--- src/core/prs_pkg.sv ---
/*
  Shared constants, register offsets, carrier types and the one-time
  programmed default table of the rail sequencer.
  Assumes a single 200 MHz system clock; rail and pin counts are fixed here.
*/
package prs_pkg;
  localparam int RAILS = 12;
  localparam int CTLS = 6;
  localparam int PINS = 4;
  localparam int CLK_MHZ = 200;
  // Shutdown delay after the supply falls below the fall threshold, nominal, rounded down
  localparam int SD_DLY_NS = 444;
  localparam int SD_DLY_CYC = (SD_DLY_NS * CLK_MHZ) / 1000;
  // Delay tick of 1 ms drives the enable, disable and timeout counters
  localparam int TICK_US = 1000;
  localparam int TICK_CYC_DEF = TICK_US * CLK_MHZ;
  localparam int PG_TMO_MS = 10;
  localparam int PG_TMO_TICKS = (PG_TMO_MS * 1000) / TICK_US;
  localparam int DLY_W = 4;
  localparam int TMO_W = 4;
  localparam int IDX_W = 4;
  localparam int CODE_W = 7;
  // One extra tick because the first tick phase is unknown
  localparam logic [TMO_W-1:0] TMO_LIM = TMO_W'(PG_TMO_TICKS + 1);
  localparam logic [IDX_W-1:0] RAIL_CNT = IDX_W'(RAILS);
  localparam int CTL3_IDX = 2;
  localparam int CTL6_IDX = 5;
  localparam logic [1:0] SLP_NONE = 2'h0;
  localparam logic [1:0] SLP_CTL3 = 2'h1;
  localparam logic [1:0] SLP_CTL6 = 2'h2;

  localparam logic [7:0] REG_SW_EN_LO = 8'h00;
  localparam logic [7:0] REG_SW_EN_HI = 8'h01;
  localparam logic [7:0] REG_SW_OFF_LO = 8'h02;
  localparam logic [7:0] REG_SW_OFF_HI = 8'h03;
  localparam logic [7:0] REG_PIN_CTRL = 8'h04;
  localparam logic [7:0] REG_PIN_DRIVE = 8'h05;
  localparam logic [7:0] REG_FAULT_CFG = 8'h06;
  localparam logic [7:0] REG_SLEEP_CFG = 8'h07;
  localparam logic [7:0] REG_SD_CAUSE = 8'h08;
  localparam logic [7:0] REG_MODE = 8'h09;
  localparam logic [7:0] REG_PG_LO = 8'h0A;
  localparam logic [7:0] REG_PG_HI = 8'h0B;
  localparam logic [3:0] REG_VCODE_PAGE = 4'h1;
  localparam logic [3:0] REG_SCODE_PAGE = 4'h2;

  localparam int FLT_LOSS_BIT = 0;
  localparam int FLT_TMO_BIT = 1;
  localparam int SLP3_BIT = 0;
  localparam int SLP6_BIT = 1;
  localparam int DECAY_BIT = 7;

  typedef struct packed {
    logic [2:0] ctlSel;
    logic [3:0] pgDep;
    logic [DLY_W-1:0] onDly;
    logic [DLY_W-1:0] offDly;
    logic [1:0] slpSel;
    logic decay;
    logic [CODE_W-1:0] vcode;
    logic [CODE_W-1:0] scode;
  } prs_rail_cfg_t;

  typedef struct packed {
    logic fault;
    logic thermal;
    logic uv;
  } prs_cause_t;

  typedef enum logic [2:0] {MD_OFF, MD_LOAD, MD_RUN, MD_SD_DLY, MD_SD_WAIT}
    prs_state_t;
  typedef enum logic [1:0] {MODE_OFF, MODE_STANDBY, MODE_ACTIVE,
    MODE_SHUTDOWN} prs_mode_t;

  // Programmed defaults: rail i follows control input (i mod 6) + 1;
  // rail 0 may sleep on input 3 once that input is set up for sleep
  function automatic prs_rail_cfg_t prsOtpDefault(input logic [3:0] idx);
    prs_rail_cfg_t cfg;
    logic [3:0] grp;
    grp = idx % 4'h6;
    cfg = '0;
    cfg.ctlSel = grp[2:0] + 3'h1;
    cfg.slpSel = (idx == 4'h0) ? SLP_CTL3 : SLP_NONE;
    cfg.vcode = 7'h40;
    cfg.scode = 7'h20;
    return cfg;
  endfunction

  // Rails that form the power good tree of each status pin
  function automatic logic [RAILS-1:0] prsTreeMask(input logic [1:0] pin);
    logic [RAILS-1:0] m;
    m = '0;
    case (pin)
      2'h0: m = 12'h041;
      2'h1: m = 12'h082;
      2'h2: m = 12'h104;
      default: m = 12'h208;
    endcase
    return m;
  endfunction
endpackage

--- src/core/prs_rail_sequencer.sv ---
/*
  Rail sequencer top: enable sources, delays, sleep, shutdown and modes.
  Assumes analog comparators and pins are asynchronous and are synchronised
  here; registers are reached over a plain strobe port on sys_clk.
*/
`timescale 1ns/1ps
module prs_rail_sequencer
  import prs_pkg::*;
#(
  parameter int TICK_CYC = TICK_CYC_DEF
)
(
  input wire logic sys_clk,
  input wire logic rst_n,
  input wire logic [7:0] regAddr,
  input wire logic [7:0] regWdata,
  input wire logic regWr,
  input wire logic regRd,
  output logic [7:0] regRdata,
  input wire logic [CTLS-1:0] ctlPin,
  input wire logic [RAILS-1:0] railPg,
  input wire logic supplyAboveRise,
  input wire logic supplyAboveFall,
  input wire logic supplyAboveLower,
  input wire logic tempCrit,
  input wire logic tempBelowHyst,
  output logic [RAILS-1:0] railEn,
  output logic [RAILS-1:0] railSleep,
  output logic [RAILS-1:0] railStopSwitch,
  output logic [RAILS-1:0][CODE_W-1:0] railTarget,
  output logic railDischarge,
  output logic refEn,
  output logic ldo3v3En,
  output logic [PINS-1:0] statusPinOut,
  output logic [PINS-1:0] statusPinOe,
  output prs_mode_t modeOut
);
  localparam int SYNC_W = CTLS + RAILS + 5;
  localparam int TICK_W = $clog2(TICK_CYC + 1);
  localparam logic [TICK_W-1:0] TICK_LAST = TICK_W'(TICK_CYC - 1);
  localparam int SD_W = $clog2(SD_DLY_CYC + 1);
  localparam logic [SD_W-1:0] SD_LAST = SD_W'(SD_DLY_CYC - 1);

  // 1-based select; zero selects nothing
  function automatic logic pick(input logic [15:0] v, input logic [3:0] s);
    return (s != 4'h0) && v[s - 4'h1];
  endfunction

  logic [SYNC_W-1:0] meta_r;
  logic [SYNC_W-1:0] sync_r;
  always_ff @(posedge sys_clk)
  begin
    meta_r <= {ctlPin, railPg, supplyAboveRise, supplyAboveFall,
               supplyAboveLower, tempCrit, tempBelowHyst};
    sync_r <= meta_r;
  end
  wire logic [CTLS-1:0] ctlS = sync_r[SYNC_W-1 -: CTLS];
  wire logic [RAILS-1:0] pgS = sync_r[RAILS+4:5];
  wire logic riseS = sync_r[4];
  wire logic fallS = sync_r[3];
  wire logic lowerS = sync_r[2];
  wire logic critS = sync_r[1];
  wire logic coolS = sync_r[0];

  logic [TICK_W-1:0] tickCnt_r;
  logic tick_r;
  always_ff @(posedge sys_clk)
  begin
    if (!rst_n)
    begin
      tickCnt_r <= '0;
      tick_r <= 1'b0;
    end
    else
    begin
      tick_r <= (tickCnt_r == TICK_LAST);
      tickCnt_r <= (tickCnt_r == TICK_LAST) ? '0 : tickCnt_r + TICK_W'(1);
    end
  end

  prs_state_t state_r;
  prs_state_t stateNxt;
  prs_cause_t sdCause_r;
  prs_cause_t cause_r;
  logic [SD_W-1:0] sdCnt_r;
  logic dis_r;
  prs_rail_cfg_t cfg_r [RAILS];
  logic [RAILS-1:0] swEn_r;
  logic [RAILS-1:0] swOff_r;
  logic [PINS-1:0] pinSel_r;
  logic [PINS-1:0] pinLvl_r;
  logic [PINS-1:0] pinPp_r;
  logic [1:0] fltCfg_r;
  logic [1:0] slpCfg_r;
  logic [RAILS-1:0] railEnW;
  logic [RAILS-1:0] faultVec;
  logic ldWr;
  logic ldDone;
  logic [IDX_W-1:0] ldIdx;

  wire logic running = state_r == MD_RUN;
  wire logic holdRails = state_r == MD_SD_DLY;
  wire logic clrRails = !running && !holdRails;
  wire logic uvEv = running && !fallS;
  wire logic thEv = running && critS;
  wire logic flEv = running && (|faultVec);
  wire logic sdDone = holdRails && (sdCnt_r == SD_LAST);
  wire logic ldStart = (state_r != MD_LOAD) && (stateNxt == MD_LOAD);

  always_comb
  begin
    stateNxt = state_r;
    unique case (state_r)
      MD_OFF: if (riseS) stateNxt = MD_LOAD;
      MD_LOAD: if (ldDone) stateNxt = MD_RUN;
      MD_RUN:
      begin
        if (uvEv)
          stateNxt = MD_SD_DLY;
        else if (thEv || flEv)
          stateNxt = MD_SD_WAIT;
      end
      MD_SD_DLY: if (sdDone) stateNxt = MD_OFF;
      MD_SD_WAIT:
      begin
        if (sdCause_r.thermal)
        begin
          if (coolS) stateNxt = MD_LOAD;
        end
        else
          stateNxt = MD_LOAD;
      end
    endcase
  end

  wire logic disSet = (running && !uvEv && (thEv || flEv)) || sdDone;
  always_ff @(posedge sys_clk)
  begin
    if (!rst_n)
    begin
      state_r <= MD_OFF;
      sdCause_r <= '0;
      sdCnt_r <= '0;
      dis_r <= 1'b0;
    end
    else
    begin
      state_r <= stateNxt;
      sdCnt_r <= holdRails ? sdCnt_r + SD_W'(1) : '0;
      if (running)
        sdCause_r <= '{fault: !uvEv && !thEv, thermal: thEv && !uvEv,
                       uv: uvEv};
      if (disSet)
        dis_r <= 1'b1;
      else if (ldDone)
        dis_r <= 1'b0;
    end
  end

  prs_otp_loader #(.COUNT(RAILS)) u_loader (
    .sys_clk(sys_clk),
    .rst_n(rst_n),
    .start(ldStart),
    .wrEn(ldWr),
    .idx(ldIdx),
    .done(ldDone)
  );

  wire logic idxOk = regAddr[3:0] < RAIL_CNT;
  wire logic [IDX_W-1:0] wIdx = regAddr[3:0];
  wire logic vcWr = regWr && (regAddr[7:4] == REG_VCODE_PAGE) && idxOk;
  wire logic scWr = regWr && (regAddr[7:4] == REG_SCODE_PAGE) && idxOk;
  wire logic [2:0] causeSet = {flEv && !uvEv && !thEv, thEv && !uvEv, uvEv};
  wire logic [2:0] causeClr = (regWr && regAddr == REG_SD_CAUSE) ?
                              regWdata[2:0] : 3'h0;

  always_ff @(posedge sys_clk)
  begin
    if (!rst_n)
    begin
      for (int i = 0; i < RAILS; i++)
        cfg_r[i] <= '0;
    end
    else if (ldWr)
      cfg_r[ldIdx] <= prsOtpDefault(ldIdx);
    else if (vcWr)
      cfg_r[wIdx].vcode <= regWdata[CODE_W-1:0];
    else if (scWr)
    begin
      cfg_r[wIdx].scode <= regWdata[CODE_W-1:0];
      cfg_r[wIdx].decay <= regWdata[DECAY_BIT];
    end
  end

  always_ff @(posedge sys_clk)
  begin
    if (!rst_n || ldWr)
    begin
      swEn_r <= '0;
      swOff_r <= '0;
      pinSel_r <= '0;
      pinLvl_r <= '0;
      pinPp_r <= '0;
      fltCfg_r <= '0;
      slpCfg_r <= '0;
    end
    else if (regWr)
    begin
      unique case (regAddr)
        REG_SW_EN_LO: swEn_r[7:0] <= regWdata;
        REG_SW_EN_HI: swEn_r[RAILS-1:8] <= regWdata[RAILS-9:0];
        REG_SW_OFF_LO: swOff_r[7:0] <= regWdata;
        REG_SW_OFF_HI: swOff_r[RAILS-1:8] <= regWdata[RAILS-9:0];
        REG_PIN_CTRL:
        begin
          pinSel_r <= regWdata[PINS-1:0];
          pinLvl_r <= regWdata[2*PINS-1:PINS];
        end
        REG_PIN_DRIVE: pinPp_r <= regWdata[PINS-1:0];
        REG_FAULT_CFG: fltCfg_r <= regWdata[1:0];
        REG_SLEEP_CFG: slpCfg_r <= regWdata[1:0];
        default: ;
      endcase
    end
  end

  // Set wins over a software clear in the same cycle
  always_ff @(posedge sys_clk)
  begin
    if (!rst_n)
      cause_r <= '0;
    else
      cause_r <= (cause_r & ~causeClr) | causeSet;
  end

  // A pin used for sleep no longer acts as an enable
  wire logic sleep3 = slpCfg_r[SLP3_BIT] && !ctlS[CTL3_IDX];
  wire logic sleep6 = slpCfg_r[SLP6_BIT] && !ctlS[CTL6_IDX];
  wire logic [CTLS-1:0] slpMask = {slpCfg_r[SLP6_BIT], 2'h0,
                                   slpCfg_r[SLP3_BIT], 2'h0};
  wire logic [CTLS-1:0] ctlEff = ctlS & ~slpMask;

  for (genvar g = 0; g < RAILS; g++)
  begin : g_rail
    prs_rail_cfg_t c;
    logic pgSeen_r;
    logic [TMO_W-1:0] tmo_r;
    assign c = cfg_r[g];
    wire logic pinOk = (c.ctlSel == 3'h0) ||
                       pick({10'h000, ctlEff}, {1'b0, c.ctlSel});
    wire logic pgOk = (c.pgDep == 4'h0) || pick({4'h0, pgS}, c.pgDep);
    wire logic autoOn = ((c.ctlSel != 3'h0) || (c.pgDep != 4'h0)) &&
                        pinOk && pgOk;
    wire logic reqRun = running && !swOff_r[g] &&
                        (autoOn || swEn_r[g]);
    wire logic reqT = holdRails ? railEnW[g] : reqRun;
    wire logic slp = ((c.slpSel == SLP_CTL3) && sleep3) ||
                     ((c.slpSel == SLP_CTL6) && sleep6);
    wire logic decaying = slp && c.decay;

    prs_delay_timer #(.W(DLY_W)) u_dly (
      .sys_clk(sys_clk),
      .rst_n(rst_n),
      .clr(clrRails),
      .tick(tick_r),
      .req(reqT),
      .onDly(c.onDly),
      .offDly(c.offDly),
      .en(railEnW[g])
    );

    always_ff @(posedge sys_clk)
    begin
      if (!rst_n || !railEnW[g])
      begin
        pgSeen_r <= 1'b0;
        tmo_r <= '0;
      end
      else
      begin
        if (pgS[g])
          pgSeen_r <= 1'b1;
        if (tick_r && !pgSeen_r && tmo_r != TMO_LIM)
          tmo_r <= tmo_r + TMO_W'(1);
      end
    end

    assign faultVec[g] = railEnW[g] &&
      ((fltCfg_r[FLT_LOSS_BIT] && pgSeen_r && !pgS[g] && !decaying) ||
       (fltCfg_r[FLT_TMO_BIT] && !pgSeen_r && tmo_r == TMO_LIM));

    always_ff @(posedge sys_clk)
    begin
      if (!rst_n)
      begin
        railSleep[g] <= 1'b0;
        railStopSwitch[g] <= 1'b0;
        railTarget[g] <= '0;
      end
      else
      begin
        railSleep[g] <= slp && railEnW[g];
        railStopSwitch[g] <= decaying && railEnW[g];
        railTarget[g] <= slp ? c.scode : c.vcode;
      end
    end
  end

  // Sleeping rails count as good so the tree does not drop
  wire logic pgAllow = running && fallS;
  wire logic [RAILS-1:0] pgTree = pgS | railSleep;
  logic [PINS-1:0] pinLvl;
  for (genvar p = 0; p < PINS; p++)
  begin : g_pin
    wire logic tree = pgAllow && (&(pgTree | ~prsTreeMask(2'(p))));
    assign pinLvl[p] = pinSel_r[p] ? pinLvl_r[p] : tree;
  end

  prs_mode_t modeNxt;
  always_comb
  begin
    unique case (state_r)
      MD_OFF: modeNxt = MODE_OFF;
      MD_LOAD: modeNxt = MODE_STANDBY;
      MD_RUN: modeNxt = (|railEnW) ? MODE_ACTIVE : MODE_STANDBY;
      default: modeNxt = MODE_SHUTDOWN;
    endcase
  end

  logic [7:0] rdNxt;
  always_comb
  begin
    rdNxt = 8'h00;
    if (regAddr[7:4] == REG_VCODE_PAGE && idxOk)
      rdNxt = {1'b0, cfg_r[wIdx].vcode};
    else if (regAddr[7:4] == REG_SCODE_PAGE && idxOk)
      rdNxt = {cfg_r[wIdx].decay, cfg_r[wIdx].scode};
    else
    begin
      unique case (regAddr)
        REG_SW_EN_LO: rdNxt = swEn_r[7:0];
        REG_SW_EN_HI: rdNxt = {4'h0, swEn_r[RAILS-1:8]};
        REG_SW_OFF_LO: rdNxt = swOff_r[7:0];
        REG_SW_OFF_HI: rdNxt = {4'h0, swOff_r[RAILS-1:8]};
        REG_PIN_CTRL: rdNxt = {pinLvl_r, pinSel_r};
        REG_PIN_DRIVE: rdNxt = {4'h0, pinPp_r};
        REG_FAULT_CFG: rdNxt = {6'h00, fltCfg_r};
        REG_SLEEP_CFG: rdNxt = {6'h00, slpCfg_r};
        REG_SD_CAUSE: rdNxt = {5'h00, cause_r};
        REG_MODE: rdNxt = {6'h00, modeOut};
        REG_PG_LO: rdNxt = pgS[7:0];
        REG_PG_HI: rdNxt = {4'h0, pgS[RAILS-1:8]};
        default: rdNxt = 8'h00;
      endcase
    end
  end

  always_ff @(posedge sys_clk)
  begin
    if (!rst_n)
    begin
      regRdata <= 8'h00;
      refEn <= 1'b0;
      ldo3v3En <= 1'b0;
      statusPinOut <= '0;
      statusPinOe <= '0;
      modeOut <= MODE_OFF;
      railDischarge <= 1'b0;
    end
    else
    begin
      regRdata <= regRd ? rdNxt : 8'h00;
      refEn <= lowerS;
      ldo3v3En <= lowerS;
      // Open drain only pulls low; push-pull drives both levels
      statusPinOut <= pinPp_r & pinLvl;
      statusPinOe <= pinPp_r | ~pinLvl;
      modeOut <= modeNxt;
      railDischarge <= dis_r;
    end
  end

  assign railEn = railEnW;
endmodule

--- src/core/prs_delay_timer.sv ---
/*
  Per-rail enable with independent turn-on and turn-off delays in ticks.
  Assumes tick is a one-cycle pulse on sys_clk and req is synchronous.
*/
`timescale 1ns/1ps
module prs_delay_timer
  import prs_pkg::*;
#(
  parameter int W = DLY_W
)
(
  input wire logic sys_clk,
  input wire logic rst_n,
  input wire logic clr,
  input wire logic tick,
  input wire logic req,
  input wire logic [W-1:0] onDly,
  input wire logic [W-1:0] offDly,
  output logic en
);
  logic [W-1:0] cnt_r;
  logic en_r;
  wire logic [W-1:0] dlyNow = req ? onDly : offDly;
  wire logic pend = req != en_r;
  // Delay runs only while req differs from the current enable, in either direction
  wire logic expire = pend && (cnt_r >= dlyNow);

  always_ff @(posedge sys_clk)
  begin
    if (!rst_n || clr)
    begin
      en_r <= 1'b0;
      cnt_r <= '0;
    end
    else if (!pend)
      cnt_r <= '0;
    else if (expire)
    begin
      en_r <= req;
      cnt_r <= '0;
    end
    else if (tick)
      cnt_r <= cnt_r + W'(1);
  end

  assign en = en_r;
endmodule

--- src/core/prs_otp_loader.sv ---
/*
  Walks the programmed default table one entry per cycle.
  Assumes start is a one-cycle pulse; a start while busy is ignored.
*/
`timescale 1ns/1ps
module prs_otp_loader
  import prs_pkg::*;
#(
  parameter int COUNT = RAILS
)
(
  input wire logic sys_clk,
  input wire logic rst_n,
  input wire logic start,
  output logic wrEn,
  output logic [IDX_W-1:0] idx,
  output logic done
);
  localparam logic [IDX_W-1:0] LAST = IDX_W'(COUNT - 1);
  logic busy_r;
  logic [IDX_W-1:0] idx_r;
  logic done_r;

  always_ff @(posedge sys_clk)
  begin
    if (!rst_n)
    begin
      busy_r <= 1'b0;
      idx_r <= '0;
      done_r <= 1'b0;
    end
    else
    begin
      done_r <= 1'b0;
      if (start && !busy_r)
      begin
        busy_r <= 1'b1;
        idx_r <= '0;
      end
      else if (busy_r)
      begin
        if (idx_r == LAST)
        begin
          busy_r <= 1'b0;
          done_r <= 1'b1;
        end
        else
          idx_r <= idx_r + IDX_W'(1);
      end
    end
  end

  assign wrEn = busy_r;
  assign idx = idx_r;
  assign done = done_r;
endmodule

--- config.mk ---
export PLATFORM = sky130hd
export DESIGN_NAME = prs_rail_sequencer
export DESIGN_NICKNAME = d
export VERILOG_FILES = /design/src/core/prs_pkg.sv /design/src/core/prs_rail_sequencer.sv /design/src/core/prs_delay_timer.sv /design/src/core/prs_otp_loader.sv
export SDC_FILE = /design/constraint.sdc
export NUM_CORES = 1
export LEC_CHECK = 0
export BUFFER_PORTS_ARGS = -buffer_cell sky130_fd_sc_hd__buf_4
export CAP_MARGIN = 20
export CORE_MARGIN = 2
export CORE_UTILIZATION = 55
export DETAILED_ROUTE_END_ITERATION = 8
export PLACE_DENSITY = 0.72
export SYNTH_ARGS = -nofsm -noshare
export SYNTH_HDL_FRONTEND = slang
export SYNTH_HIERARCHICAL = 1
export SYNTH_SLANG_ARGS = --single-unit
--- constraint.sdc ---
create_clock -name sys_clk -period 5.4 [get_ports sys_clk]
set_input_delay 1.08 -clock sys_clk [delete_from_list [all_inputs] [get_ports sys_clk]]
set_output_delay 1.08 -clock sys_clk [all_outputs]
set_load 0.03 [all_outputs]
==> impl_results.md <==
- Outcome: completed
- Seq pwr share: 49.3%
- CTS tree: done
- DRT Pass-1 Iters: 6
- Most numerous cell in the Yosys netlist: nor2_1
- Post-route cell area: 31,950 um^2
- CP Max Fanout: 24
- Mux cell area share after synthesis: 8.965%
- Vias: 21,850
- GRT Total Usage: 32.15%
- Synth unique cells: 65
- Die Ht: 227.8 um
- Seq cells post-synth: 602
- Post-synth top flop: dfxtp_1
- Fillers: 3,967
- Sw Share: 23.64%
- Hold Path End: sync_r[13]
- Die Wd: 227.8 um
- Ys async rst share: 0%
- Placed Area: 29,790 um^2
- Area leader, netlist: dfxtp_1
- Commonest cells in the netlist: nor2_1, dfxtp_1, nand2_1
- Fin util: 64.21%
- Setup TNS: 0 ps
- CTS root buffer: clkbuf_16
- Count of cells along the worst register-to-register path: 6
- WL per Instance: 23.46 um
- Antenna violations before repair: 3
- Largest net degree at the start of global routing: 93
- Final setup vio count: 0
- Hold Crit Class: reg2reg
- Synthesized cell area: 27,540 um^2
- Initial core utilization: 55.34%
- HP Start: meta_r[13]
- DP Worst Slack: 1175 ps
- Routability congestion estimate: 0.9942
- Post-Synth XOR/XNOR Area: 3.403%
- Layout Nets: 3,048
- Area Overhead vs Synth: 16.03%
- Non-filler cells, final: 3,630
- Final worst-path setup slack: 1703 ps
- Post-CTS Setup Bufs: 0
- Combinational power share: 6.4%
- Register area: 14,340 um^2
- Startpoint Class: input pin
- Max cap viols: 0
- Fin. max-slew vios: 0
- CP Class: in2reg
- Mean post-synth cell area: 10.29 um^2
- Longest Clk Path Bufs: 3
- CP startpoint: rst_n
- Die area: 51,870 um^2
- Arr. time, crit path: 4000 ps
- Cell area power density: 314.1 nW/um^2
- Mapped Cells: 2,675
- Clk pin slew, worst setup/hold paths: 60 ps
- Residual DRC: 0
- Crit share post-route: 68.46%
- Initial DRC Count: 2,453
- Worst-Skew Late Latency: 640 ps
- IO buf count: 183
- First-pass GRT wire length: 126.6 mm
- Clock Skew: 29.18 ps
- Sequential-to-total area share from yosys stat: 52.05%
- Compound-cell area share of the yosys netlist: 9.128%
- Worst flop-to-flop path endpoint: cfg_r[2][1]
- Core Area: 49,760 um^2
- Simple-Gate Fraction of Synth Area: 18.77%
- Slew @ Worst Pin: 1123 ps
- Synth warnings: 6
- Vias/cell: 6.018
- Hold depth: 0
- GRT overflow: 0
- Post-CTS resize count: 0
- Reg2Reg Setup Slack: 2020 ps
- Reg2reg start: u_loader/wrEn
- IO Pins: 184
- Post-synth EDFFs: 228
- CP Capture Type: flop
- Tmin final: 3697 ps
- Share of cells above drive strength 1: 14.82%
- Slew headroom: 25.16%
- CTS buffer count: 59
- Hold_buf cts: 0
- Leak Pwr: 0.01234 uW
- Int Power: 7663 uW
- P_sw: 2373 uW
- Final WL: 85.15 mm
- CTS H-Tree Depth: 2
- Post-route ant nets: 0
- Placed cell count: 3,514
- Peak supply drop: 0.2796 mV
- Fmax: 0.2705 GHz
- Clk pwr share: 44.3%
- Main combinational cell family by area after synthesis: simple AND/OR/NAND/NOR gates
- RSZ-0062 raised after global routing: no
- Required @ worst endpoint: 5710 ps
- Vias in the first global route: 20,960
- Adder-Cell Fraction of Synth Area: 4.544%
- # clock sinks: 602
- Top cell type's share of synthesized area: 27.19%
- Final Hold Fails: 0
- Dpl hpwl: 62.15 mm
- Row count: 82
- Synth area leaders: dfxtp_1, edfxtp_1, nor2_1
- Multi-input gate area: 12,770 um^2
-- power groups by stage --
stage	clock network (uW)	registers [uW]	logic, uW
after global routing	4670	4950	681
after floorplan	0	5010	384
after global placement	0	5040	605
after CTS	4480	4940	625
after detailed placement	0	5040	619
final	4450	4950	642
-- critical path: stages --
cell and delay, ps:
buf_4 350, nand2b_1 130, nor3_1 240, nand4_1 710
mux2i_1 770, nand2_1 330, nand2_1 360
-- worst max-delay path by stage --
| stage | to | slack [ps] | cells past startpoint |
|---|---|---|---|
| after global routing | cfg_r[1][14] | 1570 | 7 |
| after detailed placement | cfg_r[1][2] | 1180 | 7 |
| after CTS | cfg_r[2][1] | 1850 | 7 |
| final | cfg_r[2][1] | 1700 | 7 |
| after global placement | regRdata[4] | 1230 | 7 |
| after floorplan | cfg_r[3][10] | 2060 | 10 |
-- stage by stage --
step / hold slack (ps) / power [uW]
finish: 325.9 / 10040
global route: 331.6 / 10300
CTS: 327.8 / 10040
detailed placement: 314.3 / 5659
global placement: 312.1 / 5643
floorplan: 309.6 / 5398
-- cells in the final DEF (no fill, tap or decap), types with 12 or more instances in the layout --
master     count
nor3_1        99
mux2_2        17
clkbuf_16     65
o221ai_1      15
nand2b_4      12
a2111oi_4     12
a31oi_1       22
nor2b_1       22
nor2_1       422
nand2_1      274
edfxtp_1     228
nand2b_1      18
xor2_1        75
o21ai_0       31
nor4_1        12
o21a_1        17
dfxtp_1      373
o211ai_1      13
nand4b_1      21
mux4_2        46
nand4_1       30
inv_1         61
o211ai_2      12
nand3_1      124
conb_1       113
a21oi_1      119
xnor2_1       32
and2_1        16
o22ai_1       25
ha_1         100
o31ai_1       27
and3b_1       14
buf_4        209
nand3b_1      18
mux2i_1      124
clkinv_2      13
-- flip-flops by register name (all words and copies together) (netlist names), 7 cells and up --
register,flops
railStopSwitch,12
cfg_r,228
regRdata,8
swOff_r,12
railSleep,12
swEn_r,12
g_rail.pgSeen_r,12
g_rail.tmo_r,48
g_rail.u_dly/en,12
sdCnt_r,7
tickCnt_r,18
g_rail.u_dly/cnt_r,48
meta_r,23
sync_r,23
railTarget,84
-- metal layers --
metal,track usage (%),wire length [um],up-vias
met5,0,18,-
met4,14.58,4076,2
met3,7.175,8821,209
met2,51.07,38880,1197
met1,42.16,33360,10550
li1,-,-,9891
-- logic make-up (layout without fill, tap and decap cells) --
family,after synthesis,count (layout)
fa+ha+maj,100,100
mux,187,187
flops,602,602
simple gates,1113,1113
buf+inv,219,387
other cells,1,116
compound gates,346,346
xor+xnor,107,107
-- final cells by class --
cell class,instances,share of cell area [%]
clock inverters,35,1.288
well taps,672,2.632
flip-flops and latches,602,44.87
clock buffers,76,5.377
diodes,3,0.02350
multi-input cells,1966,39.98
repair buffers,213,5.091
inverters,63,0.7401
No activity file was read; power rests on OpenSTA's default activity.
